===== src/lss_defines.vh =====
// register map, field positions, reset values and counts for the link status bank
`ifndef LSS_DEFINES_VH
`define LSS_DEFINES_VH

// register byte addresses
`define LSS_ADDR_LINK_CTRL    8'h50
`define LSS_ADDR_LINK_STS     8'h52
`define LSS_ADDR_SLOT_CAP     8'h54
`define LSS_ADDR_CONFIG       8'h60

// link status fields
`define LSS_STS_RATE_LSB      0
`define LSS_STS_RATE_MSB      3
`define LSS_STS_LANES_LSB     4
`define LSS_STS_LANES_MSB     9
`define LSS_STS_TRAIN_FAIL    10
`define LSS_STS_TRAIN_ACT     11
`define LSS_STS_REFCLK        12
`define LSS_STS_DL_ACTIVE     13
`define LSS_STS_BW_MGMT       14
`define LSS_STS_AUTO_BW       15

// link control fields
`define LSS_CTL_RETRAIN       5
`define LSS_CTL_BW_IRQ_EN     10
`define LSS_CTL_AUTO_IRQ_EN   11

// slot capability fields
`define LSS_SLOT_ATTN         0
`define LSS_SLOT_PWR          1

// configuration register fields
`define LSS_CFG_BW_NOTIFY     0
`define LSS_CFG_DL_REPORT     1
`define LSS_CFG_SLOT_IMPL     2
`define LSS_CFG_COMPAT_11     3
`define LSS_CFG_LOCK          4
`define LSS_CFG_WIDTH         5

// reset values
`define LSS_RATE_RESET        4'h1
`define LSS_LANES_RESET       6'h00
`define LSS_CFG_RESET         5'h07

// counts
`define LSS_AUTO_OS_COUNT     4'h8
`define LSS_STRAP_LOAD_CNT    2'h2
`define LSS_STRAP_DONE_CNT    2'h3

`endif


===== src/lss_regs.v =====
// link status, link control and slot capability register bank for one port
//
// Notes on behaviour
// rate field read-only, resets to one
// lane field reports negotiated width
// training failure bit, undefined in 1.1
// training bit high while training
// shared clock bit loaded from strap
// link active bit mirrors data link
// link active reads zero without capability
// retrain completion without link down sets flag
// corrective speed/width change sets flag
// both flags zero without notify capability
// compatibility mode: flags read zero
// autonomous change sets autonomous flag
// downstream: eight marked ordered sets set flag
// attention button present bit, lockable
// power controller present bit, lockable
// slot bits zero when slot absent
// write one clears flag, set wins
// retrain write starts recovery, reads zero
// bandwidth flag set raises interrupt
// autonomous flag set raises interrupt
`timescale 1ns/100ps
`include "lss_defines.vh"
module lss_regs #(
  parameter UPSTREAM = 0
) (
  input  wire        ref_clk,
  input  wire        reset,
  input  wire [7:0]  reg_addr,
  input  wire [31:0] reg_wdata,
  input  wire        reg_wr,
  input  wire        reg_rd,
  output wire [31:0] reg_rdata,
  input  wire        up_port_refclk_strap,
  input  wire        down_port_refclk_strap,
  input  wire [3:0]  phy_rate,
  input  wire [5:0]  phy_lanes,
  input  wire        phy_train_error,
  input  wire        phy_training,
  input  wire        dl_active_in,
  input  wire        dl_down,
  input  wire        retrain_done,
  input  wire        phy_fix_change,
  input  wire        phy_auto_change,
  input  wire        ts_valid,
  input  wire        ts_auto_change,
  output wire        retrain_request,
  output wire        bw_mgmt_irq,
  output wire        auto_bw_irq
);

  // status mirrors
  reg [3:0]  current_rate_reg;
  reg [5:0]  negotiated_lanes_reg;
  reg        training_failure_reg;
  reg        training_active_reg;
  reg        dl_active_flag_reg;
  reg        shared_refclk_reg;
  reg [1:0]  strap_cnt_reg;

  // event flags and their bookkeeping
  reg        bw_mgmt_flag_reg;
  reg        auto_bw_flag_reg;
  reg        retrain_pending_reg;
  reg        dl_down_seen_reg;
  reg [3:0]  os_cnt_reg;

  // software state
  reg        bw_mgmt_irq_enable_reg;
  reg        auto_bw_irq_enable_reg;
  reg        attn_button_present_reg;
  reg        power_ctrl_present_reg;
  reg [`LSS_CFG_WIDTH-1:0] cfg_reg;

  // outputs
  reg        retrain_request_reg;
  reg        bw_mgmt_irq_reg;
  reg        auto_bw_irq_reg;
  reg [31:0] rd_data_reg;
  reg [31:0] rd_data_next;

  wire [1:0] strap_sync;
  wire       strap_value;
  wire       bw_notify_capable;
  wire       dl_report_capable;
  wire       slot_implemented;
  wire       compat_11;
  wire       cfg_locked;
  wire       flags_allowed;
  wire       wr_ctl;
  wire       wr_sts;
  wire       wr_slot;
  wire       wr_cfg;
  wire       bw_mgmt_set;
  wire       auto_bw_set;
  wire       bw_mgmt_clr;
  wire       auto_bw_clr;
  wire       os_eighth;
  wire       bw_irq_en_eff;
  wire       auto_irq_en_eff;
  wire [15:0] link_sts_word;
  wire [15:0] link_ctl_word;
  wire [31:0] slot_cap_word;

  // strap pins come from outside, pass two flops first
  lss_sync #(
    .WIDTH (2)
  ) u_strap_sync (
    .ref_clk  (ref_clk),
    .reset    (reset),
    .async_in ({up_port_refclk_strap, down_port_refclk_strap}),
    .sync_out (strap_sync)
  );

  // port role picks which strap seeds the clock bit
  assign strap_value = (UPSTREAM != 0) ? strap_sync[1] : strap_sync[0];

  // configuration bits
  assign bw_notify_capable = cfg_reg[`LSS_CFG_BW_NOTIFY];
  assign dl_report_capable = cfg_reg[`LSS_CFG_DL_REPORT];
  assign slot_implemented  = cfg_reg[`LSS_CFG_SLOT_IMPL];
  assign compat_11         = cfg_reg[`LSS_CFG_COMPAT_11];
  assign cfg_locked        = cfg_reg[`LSS_CFG_LOCK];
  assign flags_allowed     = bw_notify_capable & ~compat_11;

  // write decode
  assign wr_ctl  = reg_wr & (reg_addr == `LSS_ADDR_LINK_CTRL);
  assign wr_sts  = reg_wr & (reg_addr == `LSS_ADDR_LINK_STS);
  assign wr_slot = reg_wr & (reg_addr == `LSS_ADDR_SLOT_CAP);
  assign wr_cfg  = reg_wr & (reg_addr == `LSS_ADDR_CONFIG);

  // status mirrors follow the physical and data link layers
  always @(posedge ref_clk or posedge reset) begin
    if (reset) begin
      current_rate_reg     <= `LSS_RATE_RESET;
      negotiated_lanes_reg <= `LSS_LANES_RESET;
      training_failure_reg <= 1'b0;
      training_active_reg  <= 1'b0;
      dl_active_flag_reg   <= 1'b0;
    end else begin
      current_rate_reg     <= phy_rate;
      negotiated_lanes_reg <= phy_lanes;
      training_failure_reg <= phy_train_error & ~compat_11;
      training_active_reg  <= phy_training;
      dl_active_flag_reg   <= dl_active_in & dl_report_capable;
    end
  end

  // shared clock bit seeded from strap after the synchroniser settles
  always @(posedge ref_clk or posedge reset) begin
    if (reset) begin
      strap_cnt_reg     <= 2'h0;
      shared_refclk_reg <= 1'b0;
    end else begin
      if (strap_cnt_reg != `LSS_STRAP_DONE_CNT) begin
        strap_cnt_reg <= strap_cnt_reg + 2'h1;
      end
      if (strap_cnt_reg == `LSS_STRAP_LOAD_CNT) begin
        shared_refclk_reg <= strap_value;
      end else if (wr_sts & ~cfg_locked & (strap_cnt_reg == `LSS_STRAP_DONE_CNT)) begin
        shared_refclk_reg <= reg_wdata[`LSS_STS_REFCLK];
      end
    end
  end

  // retrain tracking: a link down during the retrain disqualifies it
  always @(posedge ref_clk or posedge reset) begin
    if (reset) begin
      retrain_pending_reg <= 1'b0;
      dl_down_seen_reg    <= 1'b0;
    end else begin
      if (retrain_request_reg) begin
        retrain_pending_reg <= 1'b1;
        dl_down_seen_reg    <= 1'b0;
      end else begin
        if (retrain_done) begin
          retrain_pending_reg <= 1'b0;
        end
        if (dl_down & retrain_pending_reg) begin
          dl_down_seen_reg <= 1'b1;
        end
      end
    end
  end

  // consecutive marked ordered sets on a downstream port
  always @(posedge ref_clk or posedge reset) begin
    if (reset) begin
      os_cnt_reg <= 4'h0;
    end else if (ts_valid) begin
      if (!ts_auto_change) begin
        os_cnt_reg <= 4'h0;
      end else if (os_cnt_reg != `LSS_AUTO_OS_COUNT) begin
        os_cnt_reg <= os_cnt_reg + 4'h1;
      end
    end
  end

  assign os_eighth = (UPSTREAM == 0) & ts_valid & ts_auto_change &
                     (os_cnt_reg == (`LSS_AUTO_OS_COUNT - 4'h1));

  // set events for the two bandwidth flags
  assign bw_mgmt_set = flags_allowed &
                       ((retrain_done & retrain_pending_reg & ~dl_down_seen_reg & ~dl_down) |
                        (phy_fix_change & ~dl_down));
  assign auto_bw_set = flags_allowed & ((phy_auto_change & ~dl_down) | os_eighth);

  // write one to clear
  assign bw_mgmt_clr = wr_sts & reg_wdata[`LSS_STS_BW_MGMT];
  assign auto_bw_clr = wr_sts & reg_wdata[`LSS_STS_AUTO_BW];

  // flags: set beats clear, forced low when not allowed
  always @(posedge ref_clk or posedge reset) begin
    if (reset) begin
      bw_mgmt_flag_reg <= 1'b0;
      auto_bw_flag_reg <= 1'b0;
    end else begin
      bw_mgmt_flag_reg <= flags_allowed & (bw_mgmt_set | (bw_mgmt_flag_reg & ~bw_mgmt_clr));
      auto_bw_flag_reg <= flags_allowed & (auto_bw_set | (auto_bw_flag_reg & ~auto_bw_clr));
    end
  end

  // link control: retrain strobe and interrupt enables
  always @(posedge ref_clk or posedge reset) begin
    if (reset) begin
      retrain_request_reg    <= 1'b0;
      bw_mgmt_irq_enable_reg <= 1'b0;
      auto_bw_irq_enable_reg <= 1'b0;
    end else begin
      retrain_request_reg <= wr_ctl & reg_wdata[`LSS_CTL_RETRAIN];
      if (wr_ctl) begin
        bw_mgmt_irq_enable_reg <= reg_wdata[`LSS_CTL_BW_IRQ_EN];
        auto_bw_irq_enable_reg <= reg_wdata[`LSS_CTL_AUTO_IRQ_EN];
      end
    end
  end

  // enables read and act as zero when flags are not allowed
  assign bw_irq_en_eff   = bw_mgmt_irq_enable_reg & flags_allowed;
  assign auto_irq_en_eff = auto_bw_irq_enable_reg & flags_allowed;

  // one-cycle interrupt pulse when a flag goes from clear to set
  always @(posedge ref_clk or posedge reset) begin
    if (reset) begin
      bw_mgmt_irq_reg <= 1'b0;
      auto_bw_irq_reg <= 1'b0;
    end else begin
      bw_mgmt_irq_reg <= bw_irq_en_eff & bw_mgmt_set & ~bw_mgmt_flag_reg;
      auto_bw_irq_reg <= auto_irq_en_eff & auto_bw_set & ~auto_bw_flag_reg;
    end
  end

  // slot capability bits, writable until locked, cleared without a slot
  always @(posedge ref_clk or posedge reset) begin
    if (reset) begin
      attn_button_present_reg <= 1'b0;
      power_ctrl_present_reg  <= 1'b0;
    end else if (!slot_implemented) begin
      attn_button_present_reg <= 1'b0;
      power_ctrl_present_reg  <= 1'b0;
    end else if (wr_slot & ~cfg_locked) begin
      attn_button_present_reg <= reg_wdata[`LSS_SLOT_ATTN];
      power_ctrl_present_reg  <= reg_wdata[`LSS_SLOT_PWR];
    end
  end

  // configuration; lock bit sticks once set
  always @(posedge ref_clk or posedge reset) begin
    if (reset) begin
      cfg_reg <= `LSS_CFG_RESET;
    end else if (wr_cfg & ~cfg_locked) begin
      cfg_reg <= reg_wdata[`LSS_CFG_WIDTH-1:0];
    end
  end

  // assembled read words
  assign link_sts_word = {auto_bw_flag_reg,
                          bw_mgmt_flag_reg,
                          dl_active_flag_reg,
                          shared_refclk_reg,
                          training_active_reg,
                          training_failure_reg,
                          negotiated_lanes_reg,
                          current_rate_reg};
  // retrain always reads back zero
  assign link_ctl_word = {4'h0,
                          auto_irq_en_eff,
                          bw_irq_en_eff,
                          4'h0,
                          1'b0,
                          5'h00};
  assign slot_cap_word = {30'h00000000,
                          power_ctrl_present_reg,
                          attn_button_present_reg};

  // read mux, unmapped addresses read zero
  always @* begin
    rd_data_next = 32'h00000000;
    if (reg_rd) begin
      case (reg_addr)
        `LSS_ADDR_LINK_CTRL: begin
          rd_data_next = {16'h0000, link_ctl_word};
        end
        `LSS_ADDR_LINK_STS: begin
          rd_data_next = {16'h0000, link_sts_word};
        end
        `LSS_ADDR_SLOT_CAP: begin
          rd_data_next = slot_cap_word;
        end
        `LSS_ADDR_CONFIG: begin
          rd_data_next = {27'h0000000, cfg_reg};
        end
        default: begin
          rd_data_next = 32'h00000000;
        end
      endcase
    end
  end

  // read data stand only in the cycle after the strobe
  always @(posedge ref_clk or posedge reset) begin
    if (reset) begin
      rd_data_reg <= 32'h00000000;
    end else begin
      rd_data_reg <= rd_data_next;
    end
  end

  assign reg_rdata       = rd_data_reg;
  assign retrain_request = retrain_request_reg;
  assign bw_mgmt_irq     = bw_mgmt_irq_reg;
  assign auto_bw_irq     = auto_bw_irq_reg;

endmodule


===== src/lss_sync.v =====
// two flip-flop synchroniser for pin inputs
`timescale 1ns/100ps
module lss_sync #(
  parameter WIDTH = 1
) (
  input  wire             ref_clk,
  input  wire             reset,
  input  wire [WIDTH-1:0] async_in,
  output wire [WIDTH-1:0] sync_out
);
  reg [WIDTH-1:0] stage1_reg;
  reg [WIDTH-1:0] stage2_reg;

  // first stage feeds only the second stage
  always @(posedge ref_clk or posedge reset) begin
    if (reset) begin
      stage1_reg <= {WIDTH{1'b0}};
      stage2_reg <= {WIDTH{1'b0}};
    end else begin
      stage1_reg <= async_in;
      stage2_reg <= stage1_reg;
    end
  end

  assign sync_out = stage2_reg;
endmodule


===== config.mk =====
export PLATFORM = sky130hd
export DESIGN_NAME = lss_regs
export DESIGN_NICKNAME = d
export VERILOG_FILES = /design/src/lss_regs.v /design/src/lss_sync.v
export VERILOG_INCLUDE_DIRS = /design/src
export SDC_FILE = /design/constraint.sdc
export NUM_CORES = 1
export LEC_CHECK = 0
export BUFFER_PORTS_ARGS = -buffer_cell sky130_fd_sc_hd__buf_2
export CAP_MARGIN = 30
export CORE_MARGIN = 1.5
export CORE_UTILIZATION = 43
export DETAILED_ROUTE_END_ITERATION = 16
export PLACE_DENSITY = 0.79
export SETUP_SLACK_MARGIN = 0.5
export SLEW_MARGIN = 25
export SYNTH_ARGS = -nofsm -noshare
export SYNTH_HDL_FRONTEND = slang
export SYNTH_SLANG_ARGS = --single-unit

===== constraint.sdc =====
create_clock -name ref_clk -period 1.5 [get_ports ref_clk]
set_clock_uncertainty 0.05 [all_clocks]
set_input_delay 0.3 -clock ref_clk [delete_from_list [all_inputs] [get_ports ref_clk]]
set_output_delay 0.3 -clock ref_clk [all_outputs]
set_load 0.03 [all_outputs]

* Word level (Yosys, flattened, before mapping)
Cells that the tools add are included.
Storage, ports and cells: flip-flop bits (word level) 70, logic and storage cells 100, input bits 65
Cells by class: add/sub/neg operators 2, eq/ne operators 11, bitwise gates (word level) 46, muxes and demuxes 14, reductions and logical operators 4
Operator list (count):
- 16-bit one-hot mux with 4 select lines | 1
- 1-bit AND | 34
- 8-bit by 7-bit equality test with 1-bit output, second input constant | 4
- 16-bit two-way mux | 1
- 1-bit two-way mux | 10
- 4-bit two-way mux | 2
- 1-bit NOT | 8
- 2-bit nonzero test | 3
- 4-bit by 1-bit adder with 4-bit output, second input constant | 1
- 2-bit equality test, second input constant | 2
- 4-bit by 3-bit equality test with 1-bit output, second input constant | 1
- 2-bit by 1-bit != test with 1-bit output, second input constant | 2
- 4-bit != test, second input constant | 1
- 1-bit OR | 4
- 2-bit by 1-bit adder with 2-bit output, second input constant | 1
- 2-bit != test, second input constant | 1
- 2-bit AND reduction | 1

* Longest topological paths before layout
word-level depth 7, depth in mapped cells 5, mapped depth without buffers 5

* By module
A second synthesis with hierarchy kept.
Second synthesis, totals: cell total of the unflattened synthesis 196, area, all modules 2381.0 um2
By module, submodules not included:
- lss_regs | times used 1, area each 2277.2 um2, cells each 191
- lss_sync | times used 1, area each 103.8 um2, cells each 5

* Least setup slack after synthesis
No wires, ideal clock.
kind input -> register, start input reg_addr[7], end register rd_data_reg[0], in the netlist reg_rdata[0], setup time 0.146 ns, arrival 1.125 ns, required time 1.304 ns, path buffers 1, cell stages on the path 4, path slack 0.179 ns, cell sequence and4bb_2 -> buf_4 -> a22oi_1 -> a311oi_1
Between the ends: cells in the longest elaborated chain, start to end 3, elaborated cells between the ends (all ways) 6, classes of those cells eq/ne: 4; mux: 2
Ends and longest elaborated chain:
- start: declaration | line lss_regs.v:31 | input wire [7:0] reg_addr,
- 8-bit by 7-bit equality test with 1-bit output | line lss_regs.v:302 | case (reg_addr)
- 16-bit one-hot mux with 4 select lines (*) | line lss_regs.v:302
- 16-bit two-way mux (*) | line lss_regs.v:301 | if (reg_rd) begin
- named net rd_data_next[0] | line lss_regs.v:82 | reg [31:0] rd_data_next;
- end signal: assignment | line lss_regs.v:327 | rd_data_reg <= rd_data_next;
- end: declaration | line lss_regs.v:81 | reg [31:0] rd_data_reg;
Mark *: on every way through the listed nets, which the timed path passes. The rest lies on a longest branch. A chain may end at the register's enable or synchronous reset.

* Worst setup path in the final report
start register os_cnt_reg[0], end register os_cnt_reg[1]
Between the ends: cells in the longest elaborated chain, start to end 3, elaborated cells between the ends (all ways) 6, classes of those cells add/sub: 1; eq/ne: 2; mux: 2; reduce/logical: 1
Ends and longest elaborated chain:
- start: declaration | line lss_regs.v:68 | reg [3:0] os_cnt_reg;
- start signal: assignment | line lss_regs.v:196 | os_cnt_reg <= os_cnt_reg + 4'h1;
- 4-bit by 1-bit adder with 4-bit output / 4-bit != test (equally long branches)
- 4-bit two-way mux / 2-bit by 1-bit != test with 1-bit output (equally long branches)
- 4-bit two-way mux / 2-bit AND reduction (equally long branches)
Parallel ways exist; a longest one is shown, timed or not. The select of a mux whose other input is x is not followed.

==> flow_metrics.env <==
export IMPL_endpoint_kind="flop"
export IMPL_fin_cells=371
export IMPL_viasPerCell=5.08
export IMPL_cts_tree="yes"
export IMPL_fin_util=0.719
export IMPL_ys_top_cells_by_area="dfrtp_1, buf_4, dfstp_2, nand3_1, mux2_2"
export IMPL_whs_ns=-0.0555
export IMPL_cp_num_cells=5
export IMPL_io_buffers=61
export IMPL_status="complete, but fails checks"
export IMPL_n_antenna_cell=0
export IMPL_critical_path_cell_chain="inv_2 -> ha_4 -> nand4b_1 -> a21oi_1 -> a41o_1"
export IMPL_max_freq_mhz=785
export IMPL_grt_pass1_wl_mm=9.18
export IMPL_clkTransAtPathRegs_ns=0.09
export IMPL_cts_sinks=54
export IMPL_multi_input_area_mm2=0.00117
export IMPL_core_area_mm2=0.00524
export IMPL_crit_type="flop to flop"
export IMPL_slew_viol_final=0
export IMPL_numCtsBuffers=5
export IMPL_critPathMaxFanout=5
export IMPL_fin_crit_ns=1.27
export IMPL_overflow=0
export IMPL_initial_core_util=0.455
export IMPL_finalHoldViolCount=15
export IMPL_grt_pass1_vias=1928
export IMPL_critPathSlowestCell="dfrtp_1"
export IMPL_rows=26
export IMPL_layout_commonest_cell="dfrtp_1"
export IMPL_violations="negative hold slack"
export IMPL_firstDrtPassIters=4
export IMPL_worst_setup_path_start_kind="flop"
export IMPL_die_area_mm2=0.00599
export IMPL_gp_congestion=0.872
export IMPL_clk_latency_ns=0.31
export IMPL_setup_tns_ns=0
export IMPL_power_density_mw_per_mm2=791
export IMPL_routed_wl_mm=5.89
export IMPL_critical_path_arrival_ns=1.42
export IMPL_finalCritPeriodShare=0.850
export IMPL_ys_seq_elements=54
export IMPL_syn_area_per_cell_um2=12.3
export IMPL_htree_levels=2
export IMPL_largest_reg_flops=16
export IMPL_async_flop_share=1.00
export IMPL_fin_nets=369
export IMPL_setup_violations_final=0
export IMPL_dp_cells=332
export IMPL_drv_cap=0
export IMPL_yosysWarnings=0
export IMPL_drive_above_1_share=0.578
export IMPL_synth_seq_area_share=0.570
export IMPL_ff2ff_path_depth=5
export IMPL_drc_errors=0
export IMPL_fillers=353
export IMPL_vias=1885
export IMPL_synthCells=194
export IMPL_hp_class="input pin to asynchronous set/reset pin"
export IMPL_crit_family="flip-flops"
export IMPL_area_growth_pct=58.2
export IMPL_syn_cell_area_mm2=0.00238
export IMPL_cts_root_buffer="clkbuf_8"
export IMPL_synthFlopType="dfrtp_1"
export IMPL_slowest_delay_ns=0.39
export IMPL_grt_max_degree=24
export IMPL_ys_types=49
export IMPL_die_h_um=77.4
export IMPL_synth_edf_count=0
export IMPL_wl_per_cell_um=15.9
export IMPL_drt_iter0_drc=86
export IMPL_rsz0062_at_grt="true"
export IMPL_final_cell_area_mm2=0.00377
export IMPL_die_x_um=77.4
export IMPL_antenna_found_initial=0
export IMPL_critical_path_n_buffers_inverters=1
export IMPL_final_cell_mix="dfrtp_1, buf_6, buf_2"
export IMPL_synth_top_area_share=0.525
export IMPL_dpl_cell_area_mm2=0.00289
export IMPL_p_leak_nw=1.75
export IMPL_yosysTopAreaCell="dfrtp_1"
export IMPL_dp_hpwl_mm=3.61
export IMPL_worstPathRequired_ns=1.65
export IMPL_ir_drop_mv=0.676
export IMPL_ios=100
export IMPL_seq_area_mm2=0.00136
export IMPL_drtAntennaViolNets=0
export IMPL_clockBufferDepth=2
export IMPL_grtUsageTotal=0.200
==> synth_stat cells (all sizes together) (2+ instances only) <==
| library cell | number |
|---|---|
| a21oi | 7 |
| a211oi | 6 |
| dfrtp | 50 |
| nand2 | 2 |
| nand3 | 17 |
| o31ai | 2 |
| nor2 | 2 |
| buf | 22 |
| nor2b | 3 |
| o2bb2ai | 2 |
| dfstp | 4 |
| nand2b | 4 |
| mux2 | 6 |
| a311oi | 2 |
| and2 | 3 |
| ha | 4 |
| nor4 | 2 |
| nor4b | 2 |
| a41o | 4 |
| and3 | 10 |
| inv | 14 |
| nand4 | 5 |
==> cell families (layout without fill, tap and decap cells) <==
group           after synthesis  after routing  synth area share
buf+inv                      36            128            0.0909
compound gates               32             32            0.0998
simple gates                 59             59             0.181
xor+xnor                      1              1           0.00368
fa+ha+maj                     4              4            0.0210
mux                           7              7            0.0326
other cells                   1             16           0.00157
flops                        54             54             0.570
==> per-layer routing <==
metal	global-route usage	vias to the layer above	part of all wire
met5	0	-	0
met1	0.244	921	0.39
met3	0.0412	12	0.051
met2	0.349	69	0.54
li1	-	883	-
met4	0.0709	0	0.019
==> what timing repair did <==
action	CTS	global route
setup buffers	23	4
pin swaps	24	14
gates resized for setup	87	28
cloned	3	1
hold endpoints to repair	15	15
setup endpoints to repair	53	56
==> cell type report <==
class | instances | area share
clock inverter | 2 | 0.0103
tap | 70 | 0.0233
timing repair buffer | 106 | 0.259
inverter | 14 | 0.0150
multi-input combinational | 119 | 0.310
sequential | 54 | 0.360
clock buffer | 6 | 0.0219
==> per-stage QoR <==
step / worst slack (ns) / power, W
after floorplan: 0.199 / 0.00176
after global placement: -0.0212 / 0.00184
after detailed placement: -0.0381 / 0.00186
after CTS: 0.259 / 0.00296
after global routing: 0.130 / 0.00311
final: 0.226 / 0.00298
==> where the power goes <==
| group | total [W] | switching, W | internal [W] |
|---|---|---|---|
| registers | 0.00153 | 0.0000309 | 0.00150 |
| clock network | 0.00102 | 0.000474 | 0.000549 |
| logic | 0.000420 | 0.000231 | 0.000189 |
==> worst reg2reg max path, stage by stage, from the launching register on <==
cell and delay, ns:
dfrtp_1 0.39, inv_2 0.06, ha_4 0.15, nand4b_1 0.20, a21oi_1 0.11, a41o_1 0.21
==> final timing paths <==
kind	start	end	slack, ns
min	reset	reg_rdata[5]$_DFF_PP0_	-0.06
min reg2reg	u_strap_sync.stage1_reg[0]$_DFF_PP0_	u_strap_sync.sync_out[0]$_DFF_PP0_	0.31
max	os_cnt_reg[0]$_DFFE_PP0P_	os_cnt_reg[1]$_DFFE_PP0P_	0.23
min in group ref_clk	phy_rate[0]	current_rate_reg[0]$_DFF_PP1_	0.03
max reg2reg	os_cnt_reg[0]$_DFFE_PP0P_	os_cnt_reg[1]$_DFFE_PP0P_	0.23
max in group asynchronous	reset	os_cnt_reg[1]$_DFFE_PP0P_	0.93
Power figures use the tool's default switching activity.
